==> src/common/ddremr_map.svh <==
// Constants for the extended mode register load block.
// Assumes a single core clock; included by bare name.
`ifndef DDREMR_MAP_SVH
`define DDREMR_MAP_SVH
`define DDREMR_ADDR_W 12
`define DDREMR_BANK_W 2
`define DDREMR_DLL_BIT 0
`define DDREMR_DRIVE_BIT 1
`define DDREMR_BANK_LOW_BIT 0
`define DDREMR_UPDATE_NS 100
`define DDREMR_CLK_NS 50
`endif

==> src/common/ddremr_pkg.sv <==
// Types for the extended mode register load block.
// Assumes the constants header is on the include path.
package ddremr_pkg;
    typedef enum logic [1:0] {
        DDREMR_DRV_NORMAL = 2'h0,
        DDREMR_DRV_WEAK = 2'h1
    } ddremr_drive_type;
    typedef enum logic [2:0] {
        DDREMR_ST_IDLE = 3'h1,
        DDREMR_ST_BUSY = 3'h2,
        DDREMR_ST_DONE = 3'h4
    } ddremr_state_type;
endpackage

==> src/common/ddremr_cmd_if.sv <==
// Carrier for a decoded mode register command between modules.
// Assumes all signals are on the core clock.
interface ddremr_cmd_if;
    logic load_ext;
    logic load_mode;
    logic [11:0] addr;
    logic [1:0] bank;
    modport src (output load_ext, output load_mode, output addr,
        output bank);
    modport dst (input load_ext, input load_mode, input addr,
        input bank);
endinterface

==> src/rtl/ddremr_top.sv <==
// Extended mode register load: holds DLL and drive strength controls.
// Assumes the controller keeps its own sequencing and idle-bank duties.
// Functional notes
// - Bank select low picks extended or ordinary register.
// - Command is all four strobes low together with clock enable high.
// - Latch address and bank lines on decode edge.
// - Address bit one selects driver strength.
// - Rewrites allowed during operation when banks idle.
// - Address bit zero controls the DLL.
// - Ordinary write has bank select bit zero low; bit one is ignored.
`include "ddremr_map.svh"
module ddremr_top
    import ddremr_pkg::*;
#(
    parameter int UPDATE_NS = `DDREMR_UPDATE_NS
)
(
    // Clock and reset
    input wire logic i_core_clk,
    input wire logic i_rst,
    // Command pins
    input wire logic i_cs_n,
    input wire logic i_ras_n,
    input wire logic i_cas_n,
    input wire logic i_we_n,
    input wire logic i_cke,
    input wire logic [`DDREMR_ADDR_W-1:0] i_addr,
    input wire logic [`DDREMR_BANK_W-1:0] i_bank,
    // Register contents
    output logic [`DDREMR_ADDR_W-1:0] o_ext_mode,
    output logic [`DDREMR_BANK_W-1:0] o_ext_bank,
    output logic [`DDREMR_ADDR_W-1:0] o_mode,
    output logic o_ext_valid,
    // Decoded controls
    output logic o_dll_enable,
    output ddremr_drive_type o_drive,
    output logic o_busy
);
    import ddremr_pkg::*;

    // Two cycles of update time, rounded up
    localparam int UPD_CYC_RAW =
        (UPDATE_NS + `DDREMR_CLK_NS - 1) / `DDREMR_CLK_NS;
    localparam int UPD_CYC = (UPD_CYC_RAW < 1) ? 1 : UPD_CYC_RAW;

    ddremr_cmd_if cmd ();

    ddremr_decode u_decode
    (
        .i_core_clk(i_core_clk),
        .i_rst(i_rst),
        .i_cs_n(i_cs_n),
        .i_ras_n(i_ras_n),
        .i_cas_n(i_cas_n),
        .i_we_n(i_we_n),
        .i_cke(i_cke),
        .i_addr(i_addr),
        .i_bank(i_bank),
        .o_cmd(cmd)
    );

    // Contents are undefined at power-up, so the data holds no reset;
    // only the valid flag and the update timer are reset.
    logic [`DDREMR_ADDR_W-1:0] ext_r, ext_nxt, mode_r, mode_nxt;
    logic [`DDREMR_BANK_W-1:0] bank_r, bank_nxt;
    logic valid_r, valid_nxt;
    ddremr_state_type st_r, st_nxt;
    logic [7:0] cnt_r, cnt_nxt;

    always_comb
    begin
        ext_nxt = ext_r;
        bank_nxt = bank_r;
        mode_nxt = mode_r;
        if (cmd.load_ext)
        begin
            ext_nxt = cmd.addr;
            bank_nxt = cmd.bank;
        end
        if (cmd.load_mode)
        begin
            mode_nxt = cmd.addr;
        end
    end

    always_ff @(posedge i_core_clk)
    begin
        ext_r <= ext_nxt;
        bank_r <= bank_nxt;
        mode_r <= mode_nxt;
    end

    always_comb
    begin
        valid_nxt = valid_r | cmd.load_ext;
        st_nxt = st_r;
        cnt_nxt = cnt_r;
        case (st_r)
            DDREMR_ST_IDLE:
            begin
                if (cmd.load_ext)
                begin
                    st_nxt = DDREMR_ST_BUSY;
                    cnt_nxt = 8'(UPD_CYC - 1);
                end
            end
            DDREMR_ST_BUSY:
            begin
                if (cnt_r == 8'h00)
                begin
                    st_nxt = DDREMR_ST_DONE;
                end
                else
                begin
                    cnt_nxt = cnt_r - 8'h01;
                end
            end
            DDREMR_ST_DONE:
            begin
                st_nxt = DDREMR_ST_IDLE;
            end
            default:
            begin
                st_nxt = DDREMR_ST_IDLE;
            end
        endcase
    end

    always_ff @(posedge i_core_clk or posedge i_rst)
    begin
        if (i_rst)
        begin
            valid_r <= 1'b0;
            st_r <= DDREMR_ST_IDLE;
            cnt_r <= 8'h00;
        end
        else
        begin
            valid_r <= valid_nxt;
            st_r <= st_nxt;
            cnt_r <= cnt_nxt;
        end
    end

    assign o_ext_mode = ext_r;
    assign o_ext_bank = bank_r;
    assign o_mode = mode_r;
    assign o_ext_valid = valid_r;
    // Update window; controller must not command during it
    assign o_busy = (st_r == DDREMR_ST_BUSY);
    // Undefined before first write: report DLL on only once loaded
    assign o_dll_enable = valid_r &&
        !ext_r[`DDREMR_DLL_BIT];
    assign o_drive = ext_r[`DDREMR_DRIVE_BIT] ? DDREMR_DRV_WEAK
        : DDREMR_DRV_NORMAL;
endmodule

==> src/rtl/ddremr_decode.sv <==
// Command decoder: synchronises the pins and spots register writes.
// Assumes command pins come from outside the core clock domain.
`include "ddremr_map.svh"
module ddremr_decode
(
    // Clock and reset
    input wire logic i_core_clk,
    input wire logic i_rst,
    // Command pins
    input wire logic i_cs_n,
    input wire logic i_ras_n,
    input wire logic i_cas_n,
    input wire logic i_we_n,
    input wire logic i_cke,
    input wire logic [`DDREMR_ADDR_W-1:0] i_addr,
    input wire logic [`DDREMR_BANK_W-1:0] i_bank,
    // Decoded command
    ddremr_cmd_if.src o_cmd
);
    localparam int PW = 5 + `DDREMR_ADDR_W + `DDREMR_BANK_W;
    logic [PW-1:0] s1_r, s1_nxt, s2_r, s2_nxt;
    logic is_write;

    always_comb
    begin
        s1_nxt = {i_cke, i_cs_n, i_ras_n, i_cas_n, i_we_n, i_addr, i_bank};
        s2_nxt = s1_r;
    end

    always_ff @(posedge i_core_clk or posedge i_rst)
    begin
        if (i_rst)
        begin
            s1_r <= '0;
            s2_r <= '0;
        end
        else
        begin
            s1_r <= s1_nxt;
            s2_r <= s2_nxt;
        end
    end

    // All four strobes low on one edge, clock enable high
    assign is_write = s2_r[PW-1] &&
        (s2_r[PW-2:PW-5] == 4'h0);
    assign o_cmd.addr = s2_r[`DDREMR_BANK_W +: `DDREMR_ADDR_W];
    assign o_cmd.bank = s2_r[`DDREMR_BANK_W-1:0];
    assign o_cmd.load_ext = is_write &&
        s2_r[`DDREMR_BANK_LOW_BIT];
    assign o_cmd.load_mode = is_write &&
        !s2_r[`DDREMR_BANK_LOW_BIT];
endmodule

==> config.mk <==
export PLATFORM = sky130hd
export DESIGN_NAME = ddremr_top
export DESIGN_NICKNAME = d
export VERILOG_FILES = /design/src/common/ddremr_pkg.sv /design/src/common/ddremr_cmd_if.sv /design/src/rtl/ddremr_top.sv /design/src/rtl/ddremr_decode.sv
export VERILOG_INCLUDE_DIRS = /design/src /design/src/common
export SDC_FILE = /design/constraint.sdc
export NUM_CORES = 1
export LEC_CHECK = 0
export BUFFER_PORTS_ARGS = -buffer_cell sky130_fd_sc_hd__clkbuf_2
export CORE_MARGIN = 5
export CORE_UTILIZATION = 50
export CTS_BUF_LIST = sky130_fd_sc_hd__clkbuf_8
export CTS_CLUSTER_SIZE = 28
export DETAILED_ROUTE_END_ITERATION = 8
export PLACE_DENSITY = 0.77
export SYNTH_ARGS = -nofsm -noshare
export SYNTH_HDL_FRONTEND = slang
export SYNTH_SLANG_ARGS = --single-unit
==> constraint.sdc <==
create_clock -name i_core_clk -period 1.55 [get_ports i_core_clk]
set_clock_uncertainty 0.05 [all_clocks]
set_input_delay 0.0775 -clock i_core_clk [delete_from_list [all_inputs] [get_ports i_core_clk]]
set_output_delay 0.0775 -clock i_core_clk [all_outputs]
set_load 0.1 [all_outputs]
==> impl_metrics.csv, run 1 <==
group,metric,value,unit
detailed_routing,drc,0,
synthesis,yosys-top-cells-count,"dfrtp_1 (49), edfxtp_1 (26), nor2_1 (13)",
cells_and_area,drive_above_1_share,47.4,%
power,comb_power_share,9.0,%
synthesis,yosysSeqAreaShare,82.9,%
synthesis,syn-num-nets,163,
placed_design,place.gp.congestion,0.970,
die,die_area,6410,µm²
detailed_routing,ant_nets,0,
clock_tree,cts_tree,"yes",
die,die_h,80.0,µm
setup_path,path_class,"reg2reg",
global_route,grt_max_degree,23,
synthesis,yosysTopAreaCellShare,50.0,%
setup_path,worst_setup_path_end_kind,"flop",
clock_tree,htreeDepth,3,
clock_tree,cts.clk_slew.worst_paths,70,ps
setup_path,crit_start,"cnt_r[4]",
outcome,violations,"negative setup slack",
clock_tree,cts_buffer_depth,2,
sta,rsz0062_at_grt,"true",
sta,slew_violations,0,
power,peakVddDrop,0.709,mV
setup_path,crit_path_start_kind,"flop",
clock_tree,insertion_delay,330,ps
placed_design,numPortBuffers,50,
cells_and_area,n_antenna_cell,0,
global_route,antenna_found_initial,0,
setup_path,path_max_fanout,4,
synthesis,yosys_warnings,0,
sta,post-route-min-period,1720,ps
synthesis,synth_flop_cell,"dfrtp_1",
sta,worstMarginPinSlew,558,ps
clock_tree,root_buffer,"clkbuf_8",
synthesis,ys_ff_latch,76,
setup_path,cp.required,1720,ps
global_route,gr-total-overflow,0,
sta,fin_crit_sh,111,%
job,maxCapViolations,0,
synthesis,yosys.area.top_type,"dfrtp_1",
placed_design,post_dp_cell_area,3010,µm²
sta,max-slew-margin-rel,63.0,%
placed_design,dp_hpwl,2860,µm
synthesis,synth.most_common_cell,"dfrtp_1",
power,sw_frac_of_total,22.5,%
die,start_util,51.6,%
clock_tree,cts_buffers,9,
sta,holdWs,238,ps
placed_design,dp_cells,279,
power,clkPwrFrac,35.3,%
cells_and_area,stdcell_area,3520,µm²
power,internal-power,3.02,mW
detailed_routing,firstDrtPassIters,4,
clock_tree,clkSinkCount,76,
cells_and_area,final_cell_count_no_fill,320,
die,ioPinCount,52,
synthesis,syn-cell-area,2450,µm²
die,rows,25,
synthesis,async_flop_share,65.8,%
die,core-area,4750,µm²
synthesis,synthDistinctLibCells,37,
detailed_routing,via_per_inst,4.70,
detailed_routing,wl_per_cell,14.4,µm
power,power_frac_seq,55.7,%
global_route,top_usage_layer,"met2",
detailed_routing,drt_wl_total,4610,µm
global_route,met2_usage,27.2,%
cells_and_area,nets,271,
synthesis,syn_inst,140,
outcome,status,"finished with violations",
global_route,groute.layer.met3.usage,5.53,%
sta,setup_violations,5,
placed_design,pre_cts_ws,-194,ps
hold_path,min_path_type,"in2async",
sta,max_freq,583,MHz
cells_and_area,syn2layout_area_growth,43.7,%
synthesis,synth_edf_count,26,
sta,hold_viol,0,
global_route,grt_pass1_wl,7140,µm
global_route,grt_pass1_vias,1528,
power,powerDensity,1110,nW/µm²
detailed_routing,vias,1504,
synthesis,yosys-top-cells-area,"dfrtp_1 (50%), edfxtp_1 (32%), nor2_1 (2.0%), dfstp_2 (1.1%), ha_1 (1.0%)",
power,p_leak,1.59,nW
detailed_routing,dr.first_iter.drc_count,134,
power,p_sw,0.879,mW
sta,fin_setup_tns,-556,ps
die,dieWidth,80.0,µm
sta,fin_ws,-167,ps
synthesis,avgSynthCellArea,17.5,µm²
setup_path,rr_startpoint,"cnt_r[4]",
global_route,track_usage,15.8,%
global_route,use_met1,17.0,%
setup_path,arrival,1880,ps
-- worst max-delay path: stages, from the launching register on --
cell and delay (ps):
dfrtp_1 440, or4_4 580, o21ai_4 180, a21oi_2 90, mux2_2 270
-- path summary, 6_finish.rpt --
check                                    endpoint  cells after the start  slack (ps)
worst max register to register           cnt_r[0]                      4        -170
worst min-delay path            u_decode.s1_r[15]                      3         240
worst max-delay path                     cnt_r[0]                      4        -170
min in group i_core_clk          u_decode.s2_r[5]                      0         300
max in group asynchronous                cnt_r[5]                      4         680
worst min register to register   u_decode.s2_r[5]                      0         300
-- registers in the layout, summed over array words and instances (netlist names) --
signal / flops
o_ext_bank: 2
st_r: 3
u_decode.s2_r: 19
o_mode: 12
o_ext_valid: 1
o_ext_mode: 12
cnt_r: 8
u_decode.s1_r: 19
-- what timing repair did --
| item | CTS | global route |
|---|---|---|
| setup buffers | 4 | 1 |
| hold endpoints to repair | 37 | 0 |
| pin swaps | 3 | 6 |
| hold buffers | 20 | 0 |
| setup endpoints to repair | 9 | 10 |
| gates resized for setup | 6 | 12 |
-- logic make-up (layout without fill, tap and decap cells) --
family | after synthesis | in the layout | share of synthesized area, %
xor+xnor | 2 | 2 | 0.714
compound gates | 8 | 8 | 2.55
simple gates | 39 | 39 | 9.64
mux | 3 | 3 | 1.28
flops | 76 | 76 | 82.9
buf+inv | 9 | 122 | 1.73
other cells | 1 | 1 | 0.153
fa+ha+maj | 2 | 2 | 1.02
-- stage by stage --
stage          total power, mW  utilization [%]
6_report                  3.90             74.1
5_1_grt                   4.07             74.1
4_1_cts                   3.93             72.5
3_5_place_dp              2.50             63.3
3_3_place_gp              2.48             63.3
2_1_floorplan             2.38                -
-- routing by layer --
layer  up-vias  wire (µm)
li1        705          -
met1       722       1760
met2        64       2500
met3        13        260
met4         0         97
met5         -          0
-- power by group through the flow --
stage          Clock, mW  Sequential, mW  Combinational, mW
2_1_floorplan          0            2.25              0.130
6_report            1.38            2.17              0.351
5_1_grt             1.52            2.18              0.380
3_3_place_gp           0            2.21              0.278
4_1_cts             1.42            2.17              0.334
3_5_place_dp           0            2.21              0.284
-- layout by cell type (no fill, tap or decap), types with 2 or more instances in the layout --
cell           Yosys  routed
buf_12             0       3
buf_4              2      26
buf_6              0       2
clkbuf_2           0      49
clkbuf_8           0       9
clkinv_2           0       3
dfrtp_1           49      48
dlygate4sd3_1      0      20
edfxtp_1          26      26
inv_1              6       5
inv_2              0       3
mux2i_1            2       2
nand2_1            3       3
nand3_1            5       4
nor2_1            13      10
nor2_2             0       2
o211ai_1           2       2
xor2_1             2       2
-- final cells by class --
cell class | count | area [µm²]
Timing Repair Buffer | 100 | 723
Fill cell | 299 | 1230
Clock inverter | 7 | 61.3
Sequential cell | 76 | 2030
Inverter | 6 | 22.5
Clock buffer | 9 | 124
Multi-Input combinational cell | 55 | 475
Tap cell | 67 | 83.8
Note: power is estimated with default switching activity, not from simulation.
==> run 2, diff against run 1 <==
- REMOVE_ABC_BUFFERS: not set -> 1
==> run 2 against run 1 <==
  * The flow still finishes with violations (negative setup slack)
  * Critical path depth stayed put
  * Combinational power grew 5%
  * Cell area down 0.89%
  * Critical endpoint unchanged
  * Largest cell class unchanged
==> impl_metrics.csv, run 2 (same netlist as run 1, synthesis figures left out) <==
group,metric,value,unit
outcome,status,"finished with violations",
outcome,violations,"negative setup slack",
setup_path,r2r_cells,4,
hold_path,min_path_type,"in2async",
setup_path,worst_setup_path_end_kind,"flop",
sta,rsz0062_at_grt,"true",
power,powerDensity,1120,nW/µm²
sta,fin_crit_sh,109,%
die,core-area,4750,µm²
cells_and_area,final_cell_mix,"clkbuf_2 (48), dfrtp_1 (46), edfxtp_1 (26), buf_4 (26), dlygate4sd3_1 (20)",
detailed_routing,via_per_inst,4.61,
global_route,grt_max_degree,32,
detailed_routing,dr.first_iter.drc_count,102,
global_route,antenna_found_initial,0,
clock_tree,cts_buffer_depth,2,
job,maxCapViolations,0,
setup_path,critPathTopFamily,"simple AND/OR/NAND/NOR gates",
cells_and_area,nets,271,
setup_path,r2r_slack,-150,ps
detailed_routing,drc,0,
setup_path,max_stage_delay,560,ps
power,peakVddDrop,0.844,mV
sta,max-slew-margin-rel,63.3,%
sta,slew_violations,0,
detailed_routing,wl_met3,248,µm
sta,post-route-min-period,1700,ps
cells_and_area,final_common_cell,"clkbuf_2",
clock_tree,htreeDepth,3,
die,dieWidth,80.0,µm
cells_and_area,syn2layout_area_growth,42.4,%
clock_tree,cts.clk_slew.worst_paths,70,ps
clock_tree,root_buffer,"clkbuf_8",
die,die_area,6410,µm²
setup_path,path_class,"reg2reg",
detailed_routing,firstDrtPassIters,4,
clock_tree,clkSinkCount,76,
detailed_routing,wl_met1,1830,µm
cells_and_area,fillers,311,
detailed_routing,ant_nets,0,
setup_path,cp.required,1710,ps
setup_path,crit_buf_inv,0,
cells_and_area,register_area,2040,µm²
placed_design,place.gp.congestion,0.817,
die,die_h,80.0,µm
global_route,grt_pass1_vias,1589,
clock_tree,cts_tree,"yes",
placed_design,dp_hpwl,2790,µm
cells_and_area,drive_above_1_share,45.5,%
power,p_leak,1.58,nW
detailed_routing,wl_per_cell,14.0,µm
setup_path,cp.depth,4,
power,fin_total_pwr,3.91,mW
die,start_util,51.6,%
cells_and_area,n_antenna_cell,0,
sta,worstMarginPinSlew,553,ps
detailed_routing,routed.top_layer,"met4",
setup_path,rr_startpoint,"cnt_r[4]",
setup_path,cpMaxStageDelayCell,"or4_4",
global_route,track_usage,15.9,%
clock_tree,cts_buffers,9,
die,rows,25,
cells_and_area,top_regs,"u_decode.s1_r x19, u_decode.s2_r x19",
setup_path,reg2reg_to,"cnt_r[0]",
detailed_routing,drt_wl_total,4470,µm
clock_tree,insertion_delay,330,ps
setup_path,path_max_fanout,4,
setup_path,path_cells,"or4_4 -> o21ai_4 -> a21oi_2 -> mux2_2",
detailed_routing,vias,1474,
sta,max_freq,590,MHz
global_route,grt_pass1_wl,7290,µm
cells_and_area,fin_util,73.5,%
cells_and_area,multiInputGateArea,443,µm²
sta,fin_ws,-146,ps
sta,hold_viol,0,
die,ioPinCount,52,
sta,setup_violations,7,
placed_design,numPortBuffers,50,
setup_path,crit_path_start_kind,"flop",
global_route,gr-total-overflow,0,
detailed_routing,routed-wl-met2,2340,µm
setup_path,arrival,1860,ps
## run 2: how the worst max path moves through the flow
stage / start / end
3_5_place_dp: cnt_r[1] / cnt_r[0]
2_1_floorplan: o_ext_valid / o_dll_enable
5_1_grt: cnt_r[0] / cnt_r[0]
3_3_place_gp: cnt_r[0] / cnt_r[0]
6_report: cnt_r[4] / cnt_r[0]
4_1_cts: cnt_r[1] / cnt_r[0]
## run 2: tightest hold or removal path: cells and delay by family
kind,cells,cell delay (ps)
buf+inv,3,970
## run 2: cell type report
class	instances	share of cell area, %
sequential	76	58.3
multi-input combinational	55	12.7
clock inverter	7	1.72
inverter	6	0.645
clock buffer	9	3.55
tap	67	2.40
timing repair buffer	100	20.7
## run 2: per-stage QoR
step	worst slack (ps)	cells	area (µm²)	hold slack, ps	TNS, ps
2_1_floorplan	-934	137	2430	58.9	-6060
3_3_place_gp	-122	273	2950	30.8	-456
3_5_place_dp	-155	273	2950	43.8	-783
4_1_cts	-138	314	3410	227	-549
5_1_grt	-190	320	3490	260	-1040
6_report	-146	320	3490	245	-470
## run 2: report_power, final
| group | switching (mW) | internal [mW] | leakage [nW] |
|---|---|---|---|
| clock | 0.645 | 0.723 | 0.103 |
| sequential | 0.0298 | 2.14 | 0.831 |
| combinational | 0.201 | 0.168 | 0.648 |
## run 2: layer usage
metal | global-route usage (%) | vias up
li1 | - | 709
met1 | 18.2 | 708
met2 | 26.4 | 53
met3 | 4.85 | 4
met4 | 8.61 | 0
met5 | 0 | -
## run 2: timing repair
item / 4_1_cts / 5_1_grt
endpoints found under the setup margin: 10 / 12
hold buffers: 20 / 0
setup buffers: 6 / 6
endpoints found under the hold margin: 38 / 0
resized for setup: 8 / 11
pin swaps: 8 / 6
==> run 3, diff against run 2 <==
- CORE_ASPECT_RATIO: not set -> 2
==> run 3 against run 2 <==
  * The flow still finishes with violations (negative setup slack)
  * Flip-flop and latch count unchanged
  * Sequential share of layout area increased by 2.0 points
  * Cell area decreased by 3.4%
  * Non-clock buffer count decreased by 7
  * Worst setup slack improved by 15 ps
  * Die area increased by 1.3%
  * Largest cell class unchanged
  * Critical endpoint unchanged
==> impl_metrics.csv, run 3 (same netlist as run 1, synthesis figures left out) <==
group,metric,value,unit
detailed_routing,wl_per_cell,14.4,µm
die,core-area,4820,µm²
setup_path,path_cells,"inv_2 -> ha_4 -> or3b_4 -> o21ai_4 -> a21oi_2 -> mux2_2",
global_route,grt_pass1_vias,1602,
die,rows,36,
setup_path,rr_startpoint,"cnt_r[0]",
detailed_routing,ant_nets,0,
global_route,antenna_found_initial,0,
setup_path,cp.required,1730,ps
sta,fin_ws,-131,ps
clock_tree,cts.clk_slew.worst_paths,70,ps
detailed_routing,drt_wl_total,4360,µm
setup_path,r2r_cells,6,
clock_tree,cts_buffer_depth,2,
setup_path,cpMaxStageDelayCell,"dfrtp_1",
sta,rsz0062_at_grt,"true",
power,powerDensity,1110,nW/µm²
setup_path,arrival,1860,ps
die,start_util,50.9,%
setup_path,worst_setup_path_end_kind,"flop",
setup_path,r2r_slack,-130,ps
cells_and_area,nets,264,
placed_design,pre_cts_ws,-178,ps
outcome,status,"finished with violations",
placed_design,numPortBuffers,50,
clock_tree,htreeDepth,3,
sta,hold_viol,0,
global_route,gr-total-overflow,0,
cells_and_area,final_cell_mix,"clkbuf_2 (49), dfrtp_1 (47), edfxtp_1 (26)",
detailed_routing,via_per_inst,4.82,
setup_path,reg2reg_to,"cnt_r[0]",
clock_tree,cts_buffers,9,
cells_and_area,syn2layout_area_growth,37.6,%
sta,max-slew-margin-rel,63.5,%
clock_tree,cts_tree,"yes",
die,die_area,6490,µm²
global_route,grt_pass1_wl,7270,µm
sta,fin_crit_sh,108,%
sta,setup_violations,4,
setup_path,max_stage_delay,400,ps
power,fin_total_pwr,3.75,mW
cells_and_area,multiInputGateArea,424,µm²
cells_and_area,register_area,2040,µm²
detailed_routing,drc,0,
power,p_leak,1.53,nW
cells_and_area,final_common_cell,"clkbuf_2",
detailed_routing,vias,1461,
cells_and_area,top_regs,"u_decode.s1_r x19, u_decode.s2_r x19",
cells_and_area,n_antenna_cell,0,
setup_path,crit_start,"cnt_r[0]",
die,dieWidth,59.5,µm
outcome,violations,"negative setup slack",
detailed_routing,firstDrtPassIters,4,
sta,max_freq,595,MHz
setup_path,critPathTopFamily,"flip-flops",
setup_path,cp.depth,6,
detailed_routing,dr.first_iter.drc_count,14,
setup_path,path_class,"reg2reg",
clock_tree,root_buffer,"clkbuf_8",
sta,post-route-min-period,1680,ps
die,ioPinCount,52,
global_route,grt_max_degree,26,
job,maxCapViolations,0,
die,die_h,109,µm
sta,worstMarginPinSlew,550,ps
setup_path,endpoint,"cnt_r[0]",
placed_design,dp_hpwl,3000,µm
clock_tree,insertion_delay,340,ps
cells_and_area,fillers,340,
placed_design,place.gp.congestion,0.795,
setup_path,crit_buf_inv,1,
global_route,track_usage,15.7,%
setup_path,crit_path_start_kind,"flop",
clock_tree,clkSinkCount,76,
power,peakVddDrop,1.01,mV
sta,slew_violations,0,
setup_path,path_max_fanout,4,
hold_path,min_path_type,"in2async",
cells_and_area,drive_above_1_share,43.9,%
[run 3: per-stage QoR]
step	utilization [%]	TNS, ps	std cells	area [µm²]	hold slack (ps)
2_1_floorplan	-	-6060	137	2430	58.9
3_3_place_gp	60.6	-567	264	2920	57.8
3_5_place_dp	60.6	-869	264	2920	66.3
4_1_cts	69.2	-607	302	3330	243
5_1_grt	70.0	-1010	303	3370	287
6_report	70.0	-398	303	3370	251
[run 3: final cells by class]
type | instances | area share, %
repair buffers | 93 | 19.3
inverters | 6 | 0.668
clock inverters | 6 | 0.964
multi-input cells | 55 | 12.6
well taps | 57 | 2.11
clock buffers | 10 | 4.08
flip-flops and latches | 76 | 60.3
[run 3: how the worst min path moves through the flow]
stage               from                 to  slack [ps]  depth (start not counted)
2_1_floorplan  i_bank[0]   u_decode.s1_r[0]          60                          0
3_3_place_gp       i_rst  u_decode.s2_r[10]          60                          2
3_5_place_dp       i_rst  u_decode.s2_r[10]          70                          2
4_1_cts            i_rst  u_decode.s1_r[12]         240                          3
5_1_grt            i_rst  u_decode.s2_r[10]         290                          3
6_report           i_rst  u_decode.s2_r[10]         250                          3
[run 3: report_power, final]
group          total [mW]  leakage (nW)  internal (mW)  switching, mW
combinational       0.328         0.605          0.141          0.186
sequential           2.17         0.833           2.14         0.0306
clock                1.25        0.0907          0.606          0.648
[run 3: what timing repair did]
action / in CTS / in global routing
setup endpoints to repair: 9 / 9
gates cloned: 0 / 0
endpoints found under the hold margin: 41 / 0
gates resized for setup: 8 / 8
hold buffers: 20 / 0
pin swaps: 4 / 5
buffers inserted: 2 / 1
[run 3: tightest hold or removal path, delay by kind of cell]
family                 cells  cell delay [ps]
buffers and inverters      3             1000
[run 3: routing by layer]
layer | global-route usage [%] | part of all wire (%) | vias to the layer above
met4 | 8.24 | 3.9 | 0
met3 | 6.04 | 8.3 | 15
met2 | 26.4 | 53 | 58
met1 | 16.6 | 35 | 694
met5 | 0 | 0 | -
li1 | - | - | 694
